$ cat config.mk
export PLATFORM = sky130hd
export DESIGN_NAME = xpc_host
export DESIGN_NICKNAME = d
export VERILOG_FILES = /design/src/design/xpc_pkg.sv /design/src/design/xpc_seq_if.sv /design/src/design/xpc_pin_seq.sv /design/src/design/xpc_host.sv
export SDC_FILE = /design/constraint.sdc
export NUM_CORES = 1
export LEC_CHECK = 0
export ABC_AREA = 1
export BUFFER_PORTS_ARGS = -buffer_cell sky130_fd_sc_hd__buf_2
export CAP_MARGIN = 20
export CORE_MARGIN = 2
export CORE_UTILIZATION = 45
export DETAILED_ROUTE_END_ITERATION = 10
export HOLD_SLACK_MARGIN = 0.08
export PLACE_DENSITY_LB_ADDON = 0.05
export SYNTH_ARGS = -nofsm -noshare
export SYNTH_HDL_FRONTEND = slang
export SYNTH_SLANG_ARGS = --single-unit
$ cat constraint.sdc
create_clock -name mclk -period 3.4 [get_ports mclk]
set_input_delay 0.17 -clock mclk [delete_from_list [all_inputs] [get_ports mclk]]
set_output_delay 0.17 -clock mclk [all_outputs]
set_load 0.01 [all_outputs]
$ cat src/design/xpc_pkg.sv
// shared constants, commands and types of the crosspoint configuration host
package xpc_pkg;
  // device geometry
  localparam int XPC_ROWS = 17;
  localparam int XPC_SEL_W = 5;
  localparam int XPC_WORD_W = 7;
  localparam int XPC_INSEL_W = 6;
  localparam int XPC_EN_BIT = 6;
  localparam logic [4:0] XPC_SEL_LAST = 5'h10;
  localparam logic [4:0] XPC_SEL_BCAST = 5'h11;
  // register byte offsets on the avalon slave
  localparam logic [3:0] XPC_OFS_CMD = 4'h0;
  localparam logic [3:0] XPC_OFS_SEL = 4'h4;
  localparam logic [3:0] XPC_OFS_WORD = 4'h8;
  localparam logic [3:0] XPC_OFS_STAT = 4'hc;
  // command codes written to the command register, bits 2:0
  localparam logic [2:0] XPC_CMD_WRITE = 3'h1;
  localparam logic [2:0] XPC_CMD_UPDATE = 3'h2;
  localparam logic [2:0] XPC_CMD_READ = 3'h3;
  localparam logic [2:0] XPC_CMD_RESET = 3'h4;
  // status register bit positions
  localparam int XPC_ST_BUSY = 0;
  localparam int XPC_ST_RST_DONE = 1;
  localparam int XPC_ST_ALL_ROWS = 2;
  localparam int XPC_ST_BAD_SEL = 3;
  localparam int XPC_ST_RB_VALID = 4;
  localparam int XPC_ST_RB_LSB = 8;
  // reset values of the software registers
  localparam logic [4:0] XPC_SEL_RST = 5'h00;
  localparam logic [6:0] XPC_WORD_RST = 7'h00;
  // pin timing in ns, converted to whole clock cycles (least times round up)
  localparam int XPC_CLK_NS = 100;
  localparam int XPC_T_DSW_NS = 15;
  localparam int XPC_T_CSU_NS = 0;
  localparam int XPC_T_WP_NS = 15;
  localparam int XPC_T_UW_NS = 15;
  localparam int XPC_T_TW_NS = 15;
  localparam int XPC_T_RDE_NS = 30;
  localparam int XPC_T_WHU_NS = 10;

  function automatic logic [3:0] xpc_min_cyc(input int ns);
    int c;
    c = (ns + XPC_CLK_NS - 1) / XPC_CLK_NS;
    return (c < 1) ? 4'h1 : 4'(c);
  endfunction : xpc_min_cyc

  localparam logic [3:0] XPC_DSW_CYC = xpc_min_cyc(XPC_T_DSW_NS);
  localparam logic [3:0] XPC_CSU_CYC = xpc_min_cyc(XPC_T_CSU_NS);
  localparam logic [3:0] XPC_WP_CYC = xpc_min_cyc(XPC_T_WP_NS);
  localparam logic [3:0] XPC_UW_CYC = xpc_min_cyc(XPC_T_UW_NS);
  localparam logic [3:0] XPC_TW_CYC = xpc_min_cyc(XPC_T_TW_NS);
  localparam logic [3:0] XPC_RDE_CYC = xpc_min_cyc(XPC_T_RDE_NS);
  localparam logic [3:0] XPC_HOLD_CYC = xpc_min_cyc(XPC_T_WHU_NS);

  typedef enum logic [1:0] {XPC_OP_WRITE, XPC_OP_UPDATE, XPC_OP_READ, XPC_OP_RESET} xpc_op_t;
  typedef enum logic [1:0] {XPC_S_IDLE, XPC_S_SETUP, XPC_S_STROBE, XPC_S_HOLD} xpc_seq_st_t;
endpackage : xpc_pkg

$ cat src/design/xpc_seq_if.sv
// request and answer between the register front end and the pin sequencer
`timescale 1ns/1ps
`default_nettype none
interface xpc_seq_if import xpc_pkg::*; ();
  logic req;
  xpc_op_t op;
  logic [4:0] sel;
  logic [6:0] word;
  logic done;
  logic [6:0] rdata;
  modport ctl (output req, output op, output sel, output word, input done, input rdata);
  modport seq (input req, input op, input sel, input word, output done, output rdata);
endinterface : xpc_seq_if
`default_nettype wire

$ cat src/design/xpc_pin_seq.sv
// pin sequencer: turns one operation into a timed strobe cycle on the device pins
`timescale 1ns/1ps
`default_nettype none
module xpc_pin_seq import xpc_pkg::*; (
  input wire logic mclk,
  input wire logic srst,
  xpc_seq_if.seq sq,
  output logic cs_n,
  output logic we_n,
  output logic re_n,
  output logic update_n,
  output logic reset_n,
  output logic [4:0] sel,
  output logic [6:0] d_out,
  output logic [6:0] d_oe,
  input wire logic [6:0] d_in
);
  typedef struct packed {
    xpc_seq_st_t st;
    xpc_op_t op;
    logic [3:0] cnt;
    logic cs_n;
    logic we_n;
    logic re_n;
    logic upd_n;
    logic rst_n;
    logic [4:0] sel;
    logic [6:0] dout;
    logic [6:0] doe;
    logic [6:0] rdata;
    logic done;
  } xpc_seq_state_t;

  localparam xpc_seq_state_t XPC_SEQ_RST = '{st: XPC_S_IDLE, op: XPC_OP_WRITE, cnt: 4'h0,
    cs_n: 1'b1, we_n: 1'b1, re_n: 1'b1, upd_n: 1'b1, rst_n: 1'b1, sel: XPC_SEL_RST,
    dout: XPC_WORD_RST, doe: 7'h00, rdata: XPC_WORD_RST, done: 1'b0};

  xpc_seq_state_t q_ff;
  xpc_seq_state_t nxt_q;

  always_comb begin
    nxt_q = q_ff;
    nxt_q.done = 1'b0;
    case (q_ff.st)
      XPC_S_IDLE: begin
        if (sq.req) begin
          nxt_q.op = sq.op;
          nxt_q.sel = sq.sel;
          nxt_q.dout = sq.word;
          if (sq.op == XPC_OP_RESET) begin
            // reset acts without chip select
            nxt_q.rst_n = 1'b0;
            nxt_q.cnt = XPC_TW_CYC;
            nxt_q.st = XPC_S_STROBE;
          end else begin
            nxt_q.cs_n = 1'b0;
            // only a write drives the data lines; readback leaves them released
            nxt_q.doe = (sq.op == XPC_OP_WRITE) ? 7'h7f : 7'h00;
            nxt_q.cnt = (sq.op == XPC_OP_WRITE) ? XPC_DSW_CYC : XPC_CSU_CYC;
            nxt_q.st = XPC_S_SETUP;
          end
        end
      end
      XPC_S_SETUP: begin
        if (q_ff.cnt > 4'h1) begin
          nxt_q.cnt = q_ff.cnt - 4'h1;
        end else begin
          nxt_q.st = XPC_S_STROBE;
          case (q_ff.op)
            XPC_OP_WRITE: begin
              nxt_q.we_n = 1'b0;
              nxt_q.cnt = XPC_WP_CYC;
            end
            XPC_OP_UPDATE: begin
              nxt_q.upd_n = 1'b0;
              nxt_q.cnt = XPC_UW_CYC;
            end
            default: begin
              nxt_q.re_n = 1'b0;
              nxt_q.cnt = XPC_RDE_CYC;
            end
          endcase
        end
      end
      XPC_S_STROBE: begin
        if (q_ff.cnt > 4'h1) begin
          nxt_q.cnt = q_ff.cnt - 4'h1;
        end else begin
          if (q_ff.op == XPC_OP_READ) begin
            nxt_q.rdata = d_in;
          end
          // every strobe returns high so the transparent latch stops following
          nxt_q.we_n = 1'b1;
          nxt_q.upd_n = 1'b1;
          nxt_q.re_n = 1'b1;
          nxt_q.rst_n = 1'b1;
          nxt_q.cnt = XPC_HOLD_CYC;
          nxt_q.st = XPC_S_HOLD;
        end
      end
      default: begin
        if (q_ff.cnt > 4'h1) begin
          nxt_q.cnt = q_ff.cnt - 4'h1;
        end else begin
          nxt_q.cs_n = 1'b1;
          nxt_q.doe = 7'h00;
          nxt_q.done = 1'b1;
          nxt_q.st = XPC_S_IDLE;
        end
      end
    endcase
  end

  always_ff @(posedge mclk) begin
    if (srst) begin
      q_ff <= XPC_SEQ_RST;
    end else begin
      q_ff <= nxt_q;
    end
  end

  assign sq.done = q_ff.done;
  assign sq.rdata = q_ff.rdata;
  assign cs_n = q_ff.cs_n;
  assign we_n = q_ff.we_n;
  assign re_n = q_ff.re_n;
  assign update_n = q_ff.upd_n;
  assign reset_n = q_ff.rst_n;
  assign sel = q_ff.sel;
  assign d_out = q_ff.dout;
  assign d_oe = q_ff.doe;
endmodule : xpc_pin_seq
`default_nettype wire

$ cat src/design/xpc_host.sv
// avalon-mm register front end of the crosspoint configuration host
//
// Local design decisions: the Avalon-MM interface to the registers and the placing of the registers.
`timescale 1ns/1ps
`default_nettype none
module xpc_host import xpc_pkg::*; (
  input wire logic mclk,
  input wire logic srst,
  input wire logic [3:0] avs_address,
  input wire logic avs_read,
  input wire logic avs_write,
  input wire logic [31:0] avs_writedata,
  input wire logic [3:0] avs_byteenable,
  output logic [31:0] avs_readdata,
  output logic avs_waitrequest,
  output logic xp_cs_n,
  output logic xp_we_n,
  output logic xp_readback_strobe_n,
  output logic xp_update_n,
  output logic xp_reset_n,
  output logic [4:0] xp_sel,
  output logic [6:0] xp_d_out,
  output logic [6:0] xp_d_oe,
  input wire logic [6:0] xp_d_in
);
  typedef struct packed {
    logic waitreq;
    logic [31:0] rdata;
    logic [4:0] sel;
    logic [6:0] word;
    logic busy;
    logic boot;
    logic req;
    xpc_op_t op;
    logic bad_sel;
    logic [XPC_ROWS-1:0] rows_set;
    logic reset_done;
    logic rb_valid;
    logic [6:0] rb_word;
  } xpc_host_state_t;

  localparam xpc_host_state_t XPC_HOST_RST = '{waitreq: 1'b1, rdata: 32'h0000_0000,
    sel: XPC_SEL_RST, word: XPC_WORD_RST, busy: 1'b0, boot: 1'b1, req: 1'b0,
    op: XPC_OP_WRITE, bad_sel: 1'b0, rows_set: '0, reset_done: 1'b0, rb_valid: 1'b0,
    rb_word: XPC_WORD_RST};

  xpc_host_state_t q_ff;
  xpc_host_state_t nxt_q;
  logic [XPC_ROWS-1:0] row_hit;

  xpc_seq_if sq ();

  // rows that a write with the current select lands in; 10001 reaches all of them
  genvar g;
  for (g = 0; g < XPC_ROWS; g++) begin : g_row
    assign row_hit[g] = (q_ff.sel == 5'(g)) || (q_ff.sel == XPC_SEL_BCAST);
  end

  always_comb begin
    logic [31:0] rd_mux;
    logic wr_ok;
    rd_mux = 32'h0000_0000;
    wr_ok = 1'b0;
    nxt_q = q_ff;
    nxt_q.req = 1'b0;

    // read mux; unmapped and unaligned offsets read as zero
    if (avs_address == XPC_OFS_SEL) begin
      rd_mux[4:0] = q_ff.sel;
    end else if (avs_address == XPC_OFS_WORD) begin
      rd_mux[6:0] = q_ff.word;
    end else if (avs_address == XPC_OFS_STAT) begin
      rd_mux[XPC_ST_BUSY] = q_ff.busy | q_ff.boot;
      rd_mux[XPC_ST_RST_DONE] = q_ff.reset_done;
      rd_mux[XPC_ST_ALL_ROWS] = &q_ff.rows_set;
      rd_mux[XPC_ST_BAD_SEL] = q_ff.bad_sel;
      rd_mux[XPC_ST_RB_VALID] = q_ff.rb_valid;
      rd_mux[XPC_ST_RB_LSB +: XPC_WORD_W] = q_ff.rb_word;
    end

    // sequencer finished: free the command slot and keep what it returned
    if (sq.done) begin
      nxt_q.busy = 1'b0;
      if (q_ff.op == XPC_OP_READ) begin
        // the word is kept until the next accepted readback replaces it
        nxt_q.rb_word = sq.rdata;
        nxt_q.rb_valid = 1'b1;
      end
      if (q_ff.op == XPC_OP_RESET) begin
        nxt_q.reset_done = 1'b1;
      end
    end

    // outputs may share buses, so the first thing after reset is a disable pulse
    if (q_ff.boot && !q_ff.busy) begin
      nxt_q.boot = 1'b0;
      nxt_q.busy = 1'b1;
      nxt_q.req = 1'b1;
      nxt_q.op = XPC_OP_RESET;
    end

    // one wait state, then the answer; the write lands on the edge that ends it
    if (q_ff.waitreq) begin
      if (avs_read || avs_write) begin
        nxt_q.waitreq = 1'b0;
        // a write leaves the last read answer standing for software
        if (avs_read) begin
          nxt_q.rdata = rd_mux;
        end
      end
    end else begin
      nxt_q.waitreq = 1'b1;
      // every writable register bit sits in byte 0; without its enable the write is dropped
      wr_ok = avs_write && avs_byteenable[0];
    end

    if (wr_ok) begin
      if (avs_address == XPC_OFS_SEL) begin
        nxt_q.sel = avs_writedata[4:0];
      end else if (avs_address == XPC_OFS_WORD) begin
        nxt_q.word = avs_writedata[6:0];
      end else if (avs_address == XPC_OFS_CMD) begin
        // a command while the sequencer is busy is dropped, not queued
        if (!q_ff.busy && !q_ff.boot) begin
          case (avs_writedata[2:0])
            XPC_CMD_WRITE: begin
              if (q_ff.sel <= XPC_SEL_BCAST) begin
                nxt_q.req = 1'b1;
                nxt_q.op = XPC_OP_WRITE;
                nxt_q.busy = 1'b1;
                nxt_q.bad_sel = 1'b0;
                nxt_q.rows_set = q_ff.rows_set | row_hit;
              end else begin
                nxt_q.bad_sel = 1'b1;
              end
            end
            XPC_CMD_UPDATE: begin
              nxt_q.req = 1'b1;
              nxt_q.op = XPC_OP_UPDATE;
              nxt_q.busy = 1'b1;
              nxt_q.bad_sel = 1'b0;
            end
            XPC_CMD_READ: begin
              // the broadcast code names no single row, so it cannot be read back
              if (q_ff.sel <= XPC_SEL_LAST) begin
                nxt_q.req = 1'b1;
                nxt_q.op = XPC_OP_READ;
                nxt_q.busy = 1'b1;
                nxt_q.bad_sel = 1'b0;
                nxt_q.rb_valid = 1'b0;
              end else begin
                nxt_q.bad_sel = 1'b1;
              end
            end
            XPC_CMD_RESET: begin
              nxt_q.req = 1'b1;
              nxt_q.op = XPC_OP_RESET;
              nxt_q.busy = 1'b1;
              nxt_q.bad_sel = 1'b0;
            end
            default: begin
              // unknown codes start nothing and leave every flag alone
              nxt_q.bad_sel = q_ff.bad_sel;
            end
          endcase
        end
      end
    end
  end

  // the whole state sits in one register, so every bus output is a flop
  always_ff @(posedge mclk) begin
    if (srst) begin
      q_ff <= XPC_HOST_RST;
    end else begin
      q_ff <= nxt_q;
    end
  end

  assign sq.req = q_ff.req;
  assign sq.op = q_ff.op;
  assign sq.sel = q_ff.sel;
  assign sq.word = q_ff.word;
  assign avs_readdata = q_ff.rdata;
  assign avs_waitrequest = q_ff.waitreq;

  // the sequencer keeps chip select high between operations, leaving the
  // device's latches and routing alone while idle
  xpc_pin_seq u_seq (
    .mclk(mclk),
    .srst(srst),
    .sq(sq.seq),
    .cs_n(xp_cs_n),
    .we_n(xp_we_n),
    .re_n(xp_readback_strobe_n),
    .update_n(xp_update_n),
    .reset_n(xp_reset_n),
    .sel(xp_sel),
    .d_out(xp_d_out),
    .d_oe(xp_d_oe),
    .d_in(xp_d_in)
  );
endmodule : xpc_host
`default_nettype wire

==> results.ini <==
[critical_path]
cp_data_required_time_ns=3.68
cp-startpoint=u_seq.q_ff[32]$_SDFFE_PP0P_
slowest_delay_ns=0.38
cp_top_family=compound AO/OA/AOI/OAI gates
startpoint_type=flop
critical_path_class=flop to flop
critical_path.max_fanout=14
end_kind=flop
cp_data_arrival_time_ns=2.14
path_buf_inv=2
crit_chain=inv_1 > ha_1 > o21ai_2 > inv_2 > nand2_1 > o21ai_0 > a21oi_1
reg2reg_from=u_seq.q_ff[32]$_SDFFE_PP0P_
timing.critical_path.slowest_stage_cell=dfxtp_1

[layout]
post_route_cells_drive_above_1_share=0.173
area_delta_synth_final_pct=7.41
number_of_nets_in_the_finished_design=694
finish.cell_count_without_fillers=774
final_core_util=0.496
insertedDiodeCount=0

[outcome]
run_status=finished clean

[pwr]
peakVddDrop_mv=0.274
cellPowerDensity_nw_per_um2=553
fin_total_pwr_uw=2670
static-leakage-power_uw=0.00206

[drt]
drt-initial-drc-count=166
ant_nets=0
drc=0
vias=3685
routedWlPerCell_um=12.4
first_pass_iters=4
via_per_inst=4.76
wl_mm=9.56

[yosys]
sequential_cell_area_fraction_in_the_yosys_report=0.414
post_synth_inst_count=607
post_synth_fa_ha_maj_area_fraction=0.0167
main_combinational_cell_family_by_area_after_synthesis=compound AO/OA/AOI/OAI gates
post_synthesis_compound_gate_area_fraction=0.200
synthesis.area_um2=4490
synth.yosys.warnings=0
synth_seq_cells=93
synthesized_area_per_cell_um2=7.40
synthesized_area_fraction_occupied_by_and_or_nand_nor_cells=0.198
xor_xnor_fraction_of_synth_area=0
muxShareOfSynthArea=0
netlist-cell-type-count=32

[placement]
count_of_placed_standard_cells_including_taps=751
io_buffers=61
place.gp.congestion=0.832
dpl.hpwl_mm=6.98

[timing]
unrepaired_setup_endpoints_after_global_routing=false
final.period_utilization=0.548
time_the_worst_path_needs_with_i_o_delays_and_setup_ns=1.86
fin_worst_hold_slack_ns=0.102
tns_ns=0
worst_slew_margin_rel=0.414
finalHoldViolCount=0
max_clock_freq_mhz=537
setup_viol=0
finalClockSkew_ns=0.0149
drv_slew=0
worstMarginPinSlew_ns=0.876

[die]
die-width_um=104
rows=36
start_util=0.462
core-area_um2=9730
die_area_um2=10800
die_h_um=104
number_of_ports_placed_on_the_die_boundary=108

[grt]
first_global_vias=3368
gr-usage-all-layers=0.179
grt_max_degree=59
grt.overflow.total=0
antenna_found_initial=0
grt_pass1_wl_mm=15.8

[clock_tree]
post_cts_resized=0
clock_tree_from_tritoncts=yes
numCtsBuffers=9
htree_levels=3
clk_latency_ns=0.36
postCtsSetupBuffers=0
numClockSinks=93
clockRootBuffer=clkbuf_8
path_clk_slew_ns=0.09
cts_buffer_depth=2

[min_path]
holdCritStartpoint=xp_d_in[6]
hp-class=input port to flop

[flow_run]
drv_cap=0

==> cells in the mapped netlist, drive strengths merged <==
master | n | area share
o21a | 1 | 0.0017
clkbuf | 9 | 0.0075
o211ai | 3 | 0.0050
o31ai | 2 | 0.0033
nor2 | 67 | 0.069
and2 | 2 | 0.0028
buf | 61 | 0.10
nand2 | 100 | 0.092
ha | 6 | 0.017
o21ai | 88 | 0.099
nor3 | 4 | 0.0045
conb | 1 | 0.00083
dfxtp | 93 | 0.41
clkinv | 3 | 0.0025
nand3 | 23 | 0.028
nand4 | 1 | 0.0014
a21oi | 74 | 0.091
inv | 69 | 0.058
==> through the flow <==
stage | cell area [µm²] | setup slack, ns
floorplan | 4560 | 1.96
global placement | 4560 | 1.59
detailed placement | 4560 | 1.54
CTS | 4830 | 1.51
global route | 4830 | 1.35
finish | 4830 | 1.54
==> sequential cells by signal, indices dropped and copies added, names as in the netlist, 2 cells and up <==
register / flops
u_seq.sq.rdata: 7
sq.word: 7
sq.sel: 5
avs_readdata: 14
u_seq.q_ff: 8
q_ff: 29
sq.op: 2
u_seq.d_out: 7
u_seq.sel: 5
==> report_power, final <==
group	switching [µW]	total [µW]	leakage, µW	internal [µW]
clock network	382	721	0.0000850	339
registers	71.4	1270	0.000757	1200
logic	436	677	0.00122	242
total	889	2670	0.00206	1780
==> logic make-up (layout without fill, tap and decap cells) <==
family | after synthesis | in the layout
other cells | 1 | 18
flops | 93 | 93
compound gates | 168 | 168
buf+inv | 142 | 159
fa+ha+maj | 6 | 6
simple gates | 197 | 197
==> cell type report <==
cell class	count	area (µm²)
tap	133	166
sequential	93	1860
clock buffer	10	128
multi-input combinational	389	1930
timing repair buffer	72	408
clock inverter	5	61.3
inverter	72	270
fill	976	4900
==> placed cells by master, fill, tap and decap left out, types with 9 or more instances in the layout <==
cell type  count
nor2_1        59
nand2_1       92
a21oi_2       10
conb_1        18
o21ai_1       10
clkbuf_8       9
a21oi_1       64
dfxtp_1       93
nand3_1       22
buf_2         61
inv_1         64
o21ai_0       77
==> path summary, 6_finish.rpt <==
| kind | slack, ns | to | depth (start not counted) |
|---|---|---|---|
| setup / recovery | 1.54 | u_seq.sq.rdata[1]$_SDFFE_PP0P_ | 7 |
| hold / removal | 0.10 | u_seq.sq.rdata[6]$_SDFFE_PP0P_ | 3 |
| hold reg to reg | 0.45 | q_ff[5]$_SDFFE_PP0P_ | 2 |
| setup reg to reg | 1.54 | u_seq.sq.rdata[1]$_SDFFE_PP0P_ | 7 |
==> routing by layer <==
layer,vias up,part of all wire,global-route usage
met4,0,0.011,0.0627
met3,10,0.038,0.0288
met2,63,0.45,0.290
met5,-,0,0
met1,1667,0.50,0.243
li1,1945,-,-
==> timing repair <==
| action | CTS | global route |
|---|---|---|
| hold buffers | 8 | 0 |
| setup endpoints to repair | 0 | 0 |
| hold endpoints to repair | 7 | 0 |
==> worst reg2reg max path: cells and delay by family (launching register included) <==
family,cells,cell delay [ns]
fa+ha+maj,1,0.24
buf+inv,2,0.17
flops,1,0.38
compound gates,3,0.63
simple gates,1,0.38
Power figures use the tool's default switching activity.
